$ cat config.mk
export PLATFORM = sky130hd
export DESIGN_NAME = hw_break_unit
export DESIGN_NICKNAME = d
export VERILOG_FILES = /design/src/hw/hbreak_pkg.sv /design/src/hw/break_delay.sv /design/src/hw/hw_break_unit.sv
export SDC_FILE = /design/constraint.sdc
export NUM_CORES = 2
export LEC_CHECK = 0
export ABC_CLOCK_PERIOD_IN_PS = 9200
export BUFFER_PORTS_ARGS = -buffer_cell sky130_fd_sc_hd__buf_4
export CAP_MARGIN = 5
export CORE_ASPECT_RATIO = 0.8
export CORE_UTILIZATION = 56
export DETAILED_ROUTE_END_ITERATION = 12
export PLACE_DENSITY = 0.85
export SLEW_MARGIN = 40
export SYNTH_ARGS = -nofsm -noshare
export SYNTH_HDL_FRONTEND = slang
export SYNTH_SLANG_ARGS = --single-unit
$ cat constraint.sdc
create_clock -name aclk -period 9.2 [get_ports aclk]
set_input_delay 1.38 -clock aclk [delete_from_list [all_inputs] [get_ports aclk]]
set_output_delay 1.38 -clock aclk [all_outputs]
set_load 0.01 [all_outputs]
$ cat src/hw/hbreak_pkg.sv
// constants, field layout and types of the hardware break condition unit
package hbreak_pkg;
    // event counts
    localparam int NUM_EVENTS = 16;
    localparam int NUM_EXC    = 8;
    localparam int NUM_PATHS  = 9;
    localparam int SEQ_STEPS  = 6;
    localparam int CFG_WORDS  = 20;
    localparam int IDX_W      = 5;
    // register word indices, byte address is four times the index
    localparam logic [4:0] IDX_CTRL     = 5'h00;
    localparam logic [4:0] IDX_OR_MASK  = 5'h01;
    localparam logic [4:0] IDX_AND_MASK = 5'h02;
    localparam logic [4:0] IDX_SUB_EV   = 5'h03;
    localparam logic [4:0] IDX_RANGE_LO = 5'h04;
    localparam logic [4:0] IDX_RANGE_HI = 5'h05;
    localparam logic [4:0] IDX_SEQ_EV   = 5'h06;
    localparam logic [4:0] IDX_SEQ_CTL  = 5'h07;
    localparam logic [4:0] IDX_ST_CTL   = 5'h08;
    localparam logic [4:0] IDX_EXC_EN   = 5'h09;
    localparam logic [4:0] IDX_DELAY    = 5'h0a;
    localparam logic [4:0] IDX_PATH0    = 5'h0b;
    localparam logic [4:0] IDX_COMMIT   = 5'h14;
    localparam logic [4:0] IDX_STATUS   = 5'h15;
    localparam logic [4:0] IDX_IRQ_STAT = 5'h16;
    localparam logic [4:0] IDX_IRQ_EN   = 5'h17;
    localparam logic [4:0] IDX_IRQ_CLR  = 5'h18;
    // control word fields
    localparam int CTRL_OR_EN    = 0;
    localparam int CTRL_ALT_EN   = 1;
    localparam int CTRL_MODE_LSB = 2;
    localparam logic [31:0] CTRL_RESET = 32'h0000_0001;
    // sequence and state control fields
    localparam int SEQ_RST_LSB = 0;
    localparam int SEQ_LEN_LSB = 4;
    localparam int ST_RST_LSB  = 0;
    localparam int ST_RST_EN   = 4;
    localparam int SEQ_RST_EN  = 7;
    // transition path fields
    localparam int PATH_EV_LSB   = 0;
    localparam int PATH_FROM_LSB = 4;
    localparam int PATH_TO_LSB   = 6;
    localparam int PATH_EN       = 8;
    // status and interrupt bits
    localparam int STAT_HALT     = 0;
    localparam int STAT_DELAY    = 1;
    localparam int STAT_STEP_LSB = 4;
    localparam int STAT_ST_LSB   = 8;
    localparam int IRQ_HIT       = 0;
    localparam int IRQ_HALT      = 1;
    localparam logic [1:0] RESP_OKAY   = 2'h0;
    localparam logic [1:0] RESP_SLVERR = 2'h2;
    // alternative combinations
    typedef enum logic [2:0] {
        MODE_ACC = 3'b000,
        MODE_SIM = 3'b001,
        MODE_SUB = 3'b010,
        MODE_SEQ = 3'b011,
        MODE_ST  = 3'b100
    } alt_mode_t;
    // transition machine states, reaching the last one breaks
    typedef enum logic [1:0] {
        ST_START = 2'b00,
        ST_MID   = 2'b01,
        ST_BREAK = 2'b10
    } st_state_t;
endpackage

$ cat src/hw/break_delay.sv
// delay counter between a detected breakpoint and the halt
`timescale 1ns/1ps
`default_nettype none
module break_delay (
    // clock and reset
    input  wire logic        aclk,
    input  wire logic        aresetn,
    input  wire logic        ce,
    // control
    input  wire logic        start,
    input  wire logic [15:0] delay,
    input  wire logic        tick,
    input  wire logic        clear,
    // state
    output logic             halt,
    output logic             busy
);
    logic [15:0] cnt_r;

    // count bus cycles, zero halts at the next edge
    always_ff @(posedge aclk)
    begin
        if (!aresetn)
        begin
            cnt_r <= 16'h0000;
            busy  <= 1'b0;
            halt  <= 1'b0;
        end
        else if (ce)
        begin
            if (clear)
            begin
                busy <= 1'b0;
                halt <= 1'b0;
            end
            else if (start && !busy && !halt)
            begin
                cnt_r <= delay;
                busy  <= (delay != 16'h0000);  // RQ2
                halt  <= (delay == 16'h0000);  // RQ3
            end
            else if (busy && tick)
            begin
                cnt_r <= cnt_r - 16'h0001;
                if (cnt_r == 16'h0001)
                begin
                    busy <= 1'b0;
                    halt <= 1'b1;              // RQ2
                end
            end
        end
    end
endmodule // break_delay
`default_nettype wire

$ cat src/hw/hw_break_unit.sv
// hardware break condition unit with axi4-lite register slave
// Contract
// [RQ1] sixteen event inputs serve as break conditions
// [RQ2] halt follows break after configured cycle count
// [RQ3] delay 0 to 65535 cycles, default zero
// [RQ4] or mode breaks on any enabled event
// [RQ5] accumulated and breaks once all seen
// [RQ6] simultaneous and needs all events together
// [RQ7] subroutine breaks on event inside address range
// [RQ8] six ordered steps, reset event restarts
// [RQ9] three states, nine paths, reset point
// [RQ10] or, alternative, exception enable independently
// [RQ11] or combination enabled after reset
// [RQ12] one of five alternative modes selected
// [RQ13] alternative combination disabled after reset
// [RQ14] software keeps state round trips ten microseconds
// [RQ15] each exceptional event has own enable
// [RQ16] staged settings act only after commit
// [RQ17] commit or restart clears progress history
`timescale 1ns/1ps
`default_nettype none
module hw_break_unit (
    // clock, reset, enable
    input  wire logic        aclk,
    input  wire logic        aresetn,
    input  wire logic        ce,
    // axi4-lite write channels
    input  wire logic [31:0] s_axi_awaddr,
    input  wire logic        s_axi_awvalid,
    output logic             s_axi_awready,
    input  wire logic [31:0] s_axi_wdata,
    input  wire logic [3:0]  s_axi_wstrb,
    input  wire logic        s_axi_wvalid,
    output logic             s_axi_wready,
    output logic [1:0]       s_axi_bresp,
    output logic             s_axi_bvalid,
    input  wire logic        s_axi_bready,
    // axi4-lite read channels
    input  wire logic [31:0] s_axi_araddr,
    input  wire logic        s_axi_arvalid,
    output logic             s_axi_arready,
    output logic [31:0]      s_axi_rdata,
    output logic [1:0]       s_axi_rresp,
    output logic             s_axi_rvalid,
    input  wire logic        s_axi_rready,
    // monitored target bus
    input  wire logic        bus_cycle,
    input  wire logic [15:0] event_hit,
    input  wire logic [7:0]  exc_event,
    input  wire logic [31:0] fetch_addr,
    input  wire logic        prog_restart,
    // results
    output logic             halt_req,
    output logic             irq
);
    logic [31:0] stg_r [0:hbreak_pkg::CFG_WORDS-1];
    logic [31:0] act_r [0:hbreak_pkg::CFG_WORDS-1];
    logic [31:0] aw_addr_r;
    logic [31:0] w_data_r;
    logic [3:0]  w_strb_r;
    logic        aw_have_r;
    logic        w_have_r;
    logic [1:0]  irq_stat_r;
    logic [1:0]  irq_en_r;
    logic [15:0] acc_seen_r;
    logic [2:0]  step_r;
    hbreak_pkg::st_state_t st_r;
    logic        wr_go;
    logic [4:0]  wr_idx;
    logic [4:0]  rd_idx;
    logic        commit;
    logic        cyc;
    logic        clr_hist;
    logic        delay_busy;
    logic        armed;
    logic [15:0] ev;
    hbreak_pkg::alt_mode_t mode;
    logic        or_hit;
    logic        alt_hit;
    logic        exc_hit;
    logic        break_hit;
    logic [15:0] and_mask;
    logic [15:0] acc_now;
    logic [2:0]  seq_len;
    logic [3:0]  seq_ev;
    logic        seq_rst;
    logic        seq_adv;
    logic        st_rst;
    logic        st_fire;
    hbreak_pkg::st_state_t st_nxt;
    logic [8:0]  path_fire;
    logic [31:0] rd_val;
    logic [31:0] status;
    logic [1:0]  irq_clr;

    // bus write decode, both halves must be held before the write commits
    assign cyc           = ce & bus_cycle;
    assign s_axi_awready = !aw_have_r && !s_axi_bvalid;
    assign s_axi_wready  = !w_have_r && !s_axi_bvalid;
    assign wr_go  = ce && aw_have_r && w_have_r && !s_axi_bvalid;
    assign wr_idx = aw_addr_r[6:2];
    assign commit = wr_go && (wr_idx == hbreak_pkg::IDX_COMMIT) && w_data_r[0];
    assign irq_clr = (wr_go && wr_idx == hbreak_pkg::IDX_IRQ_CLR) ? w_data_r[1:0] : 2'h0;
    assign clr_hist = (ce && prog_restart) || commit;

    // write address and data capture, in either order
    always_ff @(posedge aclk)
    begin
        if (!aresetn)
        begin
            aw_have_r    <= 1'b0;
            w_have_r     <= 1'b0;
            aw_addr_r    <= 32'h0000_0000;
            w_data_r     <= 32'h0000_0000;
            w_strb_r     <= 4'h0;
            s_axi_bvalid <= 1'b0;
            s_axi_bresp  <= hbreak_pkg::RESP_OKAY;
        end
        else if (ce)
        begin
            if (s_axi_awvalid && s_axi_awready)
            begin
                aw_have_r <= 1'b1;
                aw_addr_r <= s_axi_awaddr;
            end
            if (s_axi_wvalid && s_axi_wready)
            begin
                w_have_r <= 1'b1;
                w_data_r <= s_axi_wdata;
                w_strb_r <= s_axi_wstrb;
            end
            if (wr_go)
            begin
                aw_have_r    <= 1'b0;
                w_have_r     <= 1'b0;
                s_axi_bvalid <= 1'b1;
                s_axi_bresp  <= (wr_idx < hbreak_pkg::IDX_STATUS ||
                                 wr_idx > hbreak_pkg::IDX_IRQ_STAT) &&
                                wr_idx <= hbreak_pkg::IDX_IRQ_CLR ?
                                hbreak_pkg::RESP_OKAY : hbreak_pkg::RESP_SLVERR;
            end
            else if (s_axi_bvalid && s_axi_bready)
                s_axi_bvalid <= 1'b0;
        end
    end

    // staged and active copies, one per configuration word
    genvar gi;
    generate
        for (gi = 0; gi < hbreak_pkg::CFG_WORDS; gi++)
        begin : g_cfg
            localparam logic [31:0] RV = (gi == 0) ? hbreak_pkg::CTRL_RESET : 32'h0;
            always_ff @(posedge aclk)
            begin
                if (!aresetn)
                begin
                    stg_r[gi] <= RV;                   // RQ11 RQ13
                    act_r[gi] <= RV;
                end
                else if (ce)
                begin
                    if (wr_go && wr_idx == 5'(gi))
                    begin
                        for (int b = 0; b < 4; b++)
                            if (w_strb_r[b])
                                stg_r[gi][b*8 +: 8] <= w_data_r[b*8 +: 8];
                    end
                    if (commit)
                        act_r[gi] <= stg_r[gi];        // RQ16
                end
            end
        end
    endgenerate

    // read channel, one cycle after the address is taken
    assign s_axi_arready = !s_axi_rvalid;
    assign rd_idx = s_axi_araddr[6:2];
    assign status = {22'h0, st_r, 1'b0, step_r, 2'h0, delay_busy, halt_req};
    always_comb
    begin
        rd_val = 32'h0000_0000;
        if (rd_idx < 5'(hbreak_pkg::CFG_WORDS))
            rd_val = stg_r[rd_idx];
        else if (rd_idx == hbreak_pkg::IDX_STATUS)
            rd_val = status;
        else if (rd_idx == hbreak_pkg::IDX_IRQ_STAT)
            rd_val = {30'h0, irq_stat_r};
        else if (rd_idx == hbreak_pkg::IDX_IRQ_EN)
            rd_val = {30'h0, irq_en_r};
    end
    always_ff @(posedge aclk)
    begin
        if (!aresetn)
        begin
            s_axi_rvalid <= 1'b0;
            s_axi_rdata  <= 32'h0000_0000;
            s_axi_rresp  <= hbreak_pkg::RESP_OKAY;
        end
        else if (ce)
        begin
            if (s_axi_arvalid && s_axi_arready)
            begin
                s_axi_rvalid <= 1'b1;
                s_axi_rdata  <= rd_val;
                s_axi_rresp  <= (rd_idx < 5'(hbreak_pkg::CFG_WORDS) ||
                                 (rd_idx >= hbreak_pkg::IDX_STATUS &&
                                  rd_idx <= hbreak_pkg::IDX_IRQ_EN)) ?
                                hbreak_pkg::RESP_OKAY : hbreak_pkg::RESP_SLVERR;
            end
            else if (s_axi_rready)
                s_axi_rvalid <= 1'b0;
        end
    end

    // detection only while armed, so one hit starts one delay
    assign armed = cyc && !delay_busy && !halt_req;
    assign ev    = event_hit;                                           // RQ1
    assign mode  = hbreak_pkg::alt_mode_t'(act_r[hbreak_pkg::IDX_CTRL][hbreak_pkg::CTRL_MODE_LSB +: 3]);
    assign and_mask = act_r[hbreak_pkg::IDX_AND_MASK][15:0];
    assign acc_now  = acc_seen_r | (ev & and_mask);
    assign or_hit = act_r[hbreak_pkg::IDX_CTRL][hbreak_pkg::CTRL_OR_EN] &&
                    |(ev & act_r[hbreak_pkg::IDX_OR_MASK][15:0]);        // RQ4
    assign exc_hit = |(exc_event & act_r[hbreak_pkg::IDX_EXC_EN][7:0]);  // RQ15

    // sequence step selection, lengths above six clamp to six
    assign seq_len = (act_r[hbreak_pkg::IDX_SEQ_CTL][hbreak_pkg::SEQ_LEN_LSB +: 3] >
                      3'(hbreak_pkg::SEQ_STEPS)) ? 3'(hbreak_pkg::SEQ_STEPS) :
                     act_r[hbreak_pkg::IDX_SEQ_CTL][hbreak_pkg::SEQ_LEN_LSB +: 3];
    assign seq_ev  = act_r[hbreak_pkg::IDX_SEQ_EV][{step_r, 2'b00} +: 4];
    assign seq_rst = act_r[hbreak_pkg::IDX_SEQ_CTL][hbreak_pkg::SEQ_RST_EN] &&
                     ev[act_r[hbreak_pkg::IDX_SEQ_CTL][hbreak_pkg::SEQ_RST_LSB +: 4]];
    assign seq_adv = !seq_rst && seq_len != 3'h0 && ev[seq_ev];
    assign st_rst  = act_r[hbreak_pkg::IDX_ST_CTL][hbreak_pkg::ST_RST_EN] &&
                     ev[act_r[hbreak_pkg::IDX_ST_CTL][hbreak_pkg::ST_RST_LSB +: 4]];

    // transition paths, lowest numbered firing path wins
    generate
        for (gi = 0; gi < hbreak_pkg::NUM_PATHS; gi++)
        begin : g_path
            localparam int W = int'(hbreak_pkg::IDX_PATH0) + gi;
            assign path_fire[gi] = act_r[W][hbreak_pkg::PATH_EN] &&
                act_r[W][hbreak_pkg::PATH_FROM_LSB +: 2] == st_r &&
                act_r[W][hbreak_pkg::PATH_TO_LSB +: 2] != 2'h3 &&
                ev[act_r[W][hbreak_pkg::PATH_EV_LSB +: 4]];          // RQ9
        end
    endgenerate
    always_comb
    begin
        st_nxt  = st_r;
        st_fire = 1'b0;
        for (int p = hbreak_pkg::NUM_PATHS - 1; p >= 0; p--)
            if (path_fire[p])
            begin
                st_fire = 1'b1;
                st_nxt  = hbreak_pkg::st_state_t'(
                    act_r[int'(hbreak_pkg::IDX_PATH0) + p][hbreak_pkg::PATH_TO_LSB +: 2]);
            end
    end

    // alternative combination, illegal mode codes never break
    always_comb
    begin
        alt_hit = 1'b0;
        unique case (mode)
            hbreak_pkg::MODE_ACC: alt_hit = and_mask != 16'h0 && acc_now == and_mask; // RQ5
            hbreak_pkg::MODE_SIM: alt_hit = and_mask != 16'h0 &&
                                            (ev & and_mask) == and_mask;              // RQ6
            hbreak_pkg::MODE_SUB: alt_hit =
                ev[act_r[hbreak_pkg::IDX_SUB_EV][3:0]] &&
                fetch_addr >= act_r[hbreak_pkg::IDX_RANGE_LO] &&
                fetch_addr <= act_r[hbreak_pkg::IDX_RANGE_HI];                        // RQ7
            hbreak_pkg::MODE_SEQ: alt_hit = seq_adv && (step_r + 3'h1) == seq_len;    // RQ8
            hbreak_pkg::MODE_ST:  alt_hit = !st_rst && st_fire &&
                                            st_nxt == hbreak_pkg::ST_BREAK;           // RQ9
            default:              alt_hit = 1'b0;                                     // RQ12
        endcase
    end
    assign break_hit = armed && (or_hit || exc_hit ||
                       (act_r[hbreak_pkg::IDX_CTRL][hbreak_pkg::CTRL_ALT_EN] && alt_hit)); // RQ10

    // progress history, wiped by commit or restart
    always_ff @(posedge aclk)
    begin
        if (!aresetn)
        begin
            acc_seen_r <= 16'h0000;
            step_r     <= 3'h0;
            st_r       <= hbreak_pkg::ST_START;
        end
        else if (ce)
        begin
            if (clr_hist)
            begin
                acc_seen_r <= 16'h0000;                    // RQ17
                step_r     <= 3'h0;
                st_r       <= hbreak_pkg::ST_START;
            end
            else if (armed)
            begin
                acc_seen_r <= alt_hit ? 16'h0000 : acc_now; // RQ5
                if (mode == hbreak_pkg::MODE_SEQ)
                    step_r <= (seq_rst || alt_hit) ? 3'h0 : step_r + 3'(seq_adv); // RQ8
                if (mode == hbreak_pkg::MODE_ST)
                    st_r <= (st_rst || alt_hit) ? hbreak_pkg::ST_START : st_nxt;  // RQ9
            end
        end
    end

    // halt delay counter
    break_delay break_delay_inst (
        .aclk    (aclk),
        .aresetn (aresetn),
        .ce      (ce),
        .start   (break_hit),
        .delay   (act_r[hbreak_pkg::IDX_DELAY][15:0]),
        .tick    (bus_cycle),
        .clear   (prog_restart),
        .halt    (halt_req),
        .busy    (delay_busy)
    );

    // sticky interrupt status, a new event beats a clear
    always_ff @(posedge aclk)
    begin
        if (!aresetn)
        begin
            irq_stat_r <= 2'h0;
            irq_en_r   <= 2'h0;
        end
        else if (ce)
        begin
            irq_stat_r[hbreak_pkg::IRQ_HIT]  <= break_hit ||
                (irq_stat_r[hbreak_pkg::IRQ_HIT] && !irq_clr[hbreak_pkg::IRQ_HIT]);
            irq_stat_r[hbreak_pkg::IRQ_HALT] <= halt_req ||
                (irq_stat_r[hbreak_pkg::IRQ_HALT] && !irq_clr[hbreak_pkg::IRQ_HALT]);
            if (wr_go && wr_idx == hbreak_pkg::IDX_IRQ_EN && w_strb_r[0])
                irq_en_r <= w_data_r[1:0];
        end
    end
    assign irq = |(irq_stat_r & irq_en_r);
endmodule // hw_break_unit
`default_nettype wire
==> results.yml <==
timing:
  worst_pin_slew_ns: 0.9012
  final_hold_viol_count: 0
  finalCritPeriodShare_pct: 50.26
  fin_setup_tns_ns: 0
  finalSetupViolCount: 0
  maxSlewViolCount: 0
  skew_ns: 0.04923
  period_needed_ns: 4.624
  max-slew-margin-rel_pct: 39.78
  grt_setup_unrepaired: "false"
  max_freq_mhz: 216.2
critical_path:
  r2r_start: "step_r[0]"
  critPathMaxFanout: 16
  cp-end-kind: "flop"
  worstReg2RegEnd: "acc_seen_r[5]"
  required_ns: 9.82
  path_cells: "buf_4, mux4_1, mux4_2, and4_4, and2_0, a2111o_1, or3b_1, and3_4, nor2_2, and4_1, a32o_1"
  critical_path_class: "in2reg"
  r2r_slack_ns: 4.72
  slowest_stage: "and4_1"
  crit_arrival_ns: 5.25
  critPathMaxStageDelay_ns: 0.70
  cp-start-kind: "primary input"
  reg2reg_depth: 11
power:
  vdd_drop_max_uv: 157.4
  p_int_mw: 7.816
  p_comb_share_pct: 7.2
  cellPowerDensity_nw_per_um2: 188.1
  clkPwrFrac_pct: 40.7
  power.leakage_nw: 20.58
  p_sw_share_pct: 23.40
  p_seq_share_pct: 52.0
  power_mw: 10.20
  p_sw_mw: 2.388
synthesis:
  ys.warnings.count: 0
  synth_commonest_cells: "895 x edfxtp_1, 644 x and2_1, 261 x and3_1"
  synthCells: 3659
  synth_edf_count: 895
  yosysTopAreaCell: "edfxtp_1"
  ys_seq_area_share_pct: 60.20
  synth_area_um2: 48700
  avgSynthCellArea_um2: 13.31
  yosysMostFrequentCell: "edfxtp_1"
  synth-main-ff-cell: "edfxtp_1"
  async_reset_ff_share_pct: 0
  ys_types: 80
  synthTopCellsByArea: "edfxtp_1 55%, mux4_2 10%, and2_1 8.3%, dfxtp_1 5.0%, and3_1 3.4%"
  synth_top_cell_area_share_pct: 55.19
  ys_ff_latch: 1017
clock_tree:
  cts_buffer_depth: 3
  numCtsBuffers: 97
  cts_tree: "done"
  cts_htree_levels: 3
  postCtsHoldBufs: 0
  cts.sinks: 1017
  post_cts_buffers: 0
  clock_latency_ns: 0.71
  cts_resized: 0
  cts-root-buf: "clkbuf_16"
  path_clk_slew_ns: 0.07
hold_path:
  hold_depth: 2
  hold_path_startpoint: "s_axi_rresp[1]"
  hold_path_class: "reg2reg"
  hold_end: "s_axi_rresp[1]"
layout:
  drive_gt1_share_pct: 17.11
  num-fill-cells: 5900
  num-nets-final: 3945
  syn_to_final_growth_pct: 11.40
  design_area_um2: 54250
global_routing:
  grt_max_degree: 257
  antenna_found_initial: 5
  gr-total-overflow: 0
  grt_pass1_wl_um: 197700
  grt_pass1_vias: 30993
  track_usage_pct: 30.46
drt:
  drc: 0
  via_per_inst: 6.572
  vias: 32356
  ant_nets: 0
  firstDrtPassIters: 6
  drt-initial-drc-count: 4902
  routedWlPerCell_um: 27.51
  totalWireLength_um: 135400
place:
  place_congestion: 0.9814
  place_area_um2: 50860
  hpwl_um: 88710
  port_buffers: 152
floorplanning:
  io_pins: 209
  start_util_pct: 56.70
  core_um2: 85880
  rows: 96
  die_area_um2: 88150
  die_width_um: 331.7
  die_y_um: 265.8
run:
  cap_violations: 0
run_status:
  outcome: "completed"
==> final cells by class <==
cell class,count,area (um^2),share of cell area [%]
Multi-Input combinational cell,2280,18060,33.30
Clock inverter,48,590.6,1.089
Timing Repair Buffer,223,1804,3.326
Tap cell,1127,1410,2.599
Antenna cell,2,5.005,0.009226
Clock buffer,135,2701,4.979
Inverter,91,342.8,0.6319
Sequential cell,1017,29330,54.07
==> metal layers <==
metal | up-vias | wire [um] | track usage, %
met5 | - | 0 | 0
met4 | 0 | 6603 | 13.43
met3 | 362 | 21820 | 11.23
met2 | 2355 | 58780 | 44.61
met1 | 15873 | 48200 | 40.87
li1 | 13766 | - | -
==> critical path, delay by kind of cell <==
kind / cells / cell delay (ns)
and+or+nand+nor: 6 / 1.96
AOI/OAI and AO/OA: 2 / 0.64
muxes: 2 / 1.05
buffers and inverters: 1 / 0.21
==> worst max-delay path by stage <==
stage / startpoint / end / slack [ns] / depth (start not counted)
after global placement: ce / stg_r[14][0] / 3.77 / 7
after detailed placement: event_hit[7] / acc_seen_r[4] / 4.01 / 11
after global routing: step_r[0] / break_delay_inst.cnt_r[2] / 4.46 / 12
after floorplan: ce / act_r[0][0] / 2.79 / 7
after CTS: event_hit[7] / acc_seen_r[5] / 4.72 / 11
final: event_hit[7] / acc_seen_r[5] / 4.58 / 11
==> through the flow <==
| step | hold slack (ns) | instances | setup WS, ns | utilization [%] |
|---|---|---|---|---|
| 6_report | 0.4604 | 4923 | 4.576 | 63.17 |
| 5_1_grt | 0.4863 | 4923 | 4.455 | 63.17 |
| 4_1_cts | 0.4611 | 4919 | 4.718 | 63.06 |
| 3_5_place_dp | 0.4547 | 4736 | 4.012 | 59.22 |
| 3_3_place_gp | 0.4460 | 4735 | 3.768 | 59.14 |
| 2_1_floorplan | 0.4418 | 3660 | 2.789 | - |
==> logic make-up after synthesis <==
family	Yosys count	synth area share [%]
buffers and inverters	363	2.844
AND/OR/NAND/NOR	1480	17.18
flip-flops	1017	60.20
XOR/XNOR	21	0.3777
multiplexers	328	12.65
adder cells (fa/ha/maj)	69	1.773
other	1	0.007700
AO/OA/AOI/OAI	380	4.969
==> power groups by stage <==
stage,combinational [mW],clock [mW],sequential [mW]
finish,0.739,4.16,5.31
global route,0.776,4.32,5.32
CTS,0.720,4.15,5.30
detailed placement,0.713,0,5.40
global placement,0.693,0,5.39
floorplan,0.480,0,5.31
==> placed cells by master (no fill, tap or decap), drive strengths merged, types with 113 or more instances in the layout <==
cell type,count
clkbuf,136
mux4,228
and2,646
nor2,201
buf,222
nand2,164
o21ai,113
and3,262
edfxtp,895
dfxtp,122
==> registers in the layout (all words and copies together), names as in the netlist, 2 cells and up <==
signal                  cells
acc_seen_r                 16
act_r                     255
aw_addr_r                   5
break_delay_inst.cnt_r     16
irq_en_r                    2
irq_stat_r                  2
s_axi_rdata                32
st_r                        2
step_r                      3
stg_r                     640
w_data_r                   32
w_strb_r                    4
(Power assumes the default switching activity.)
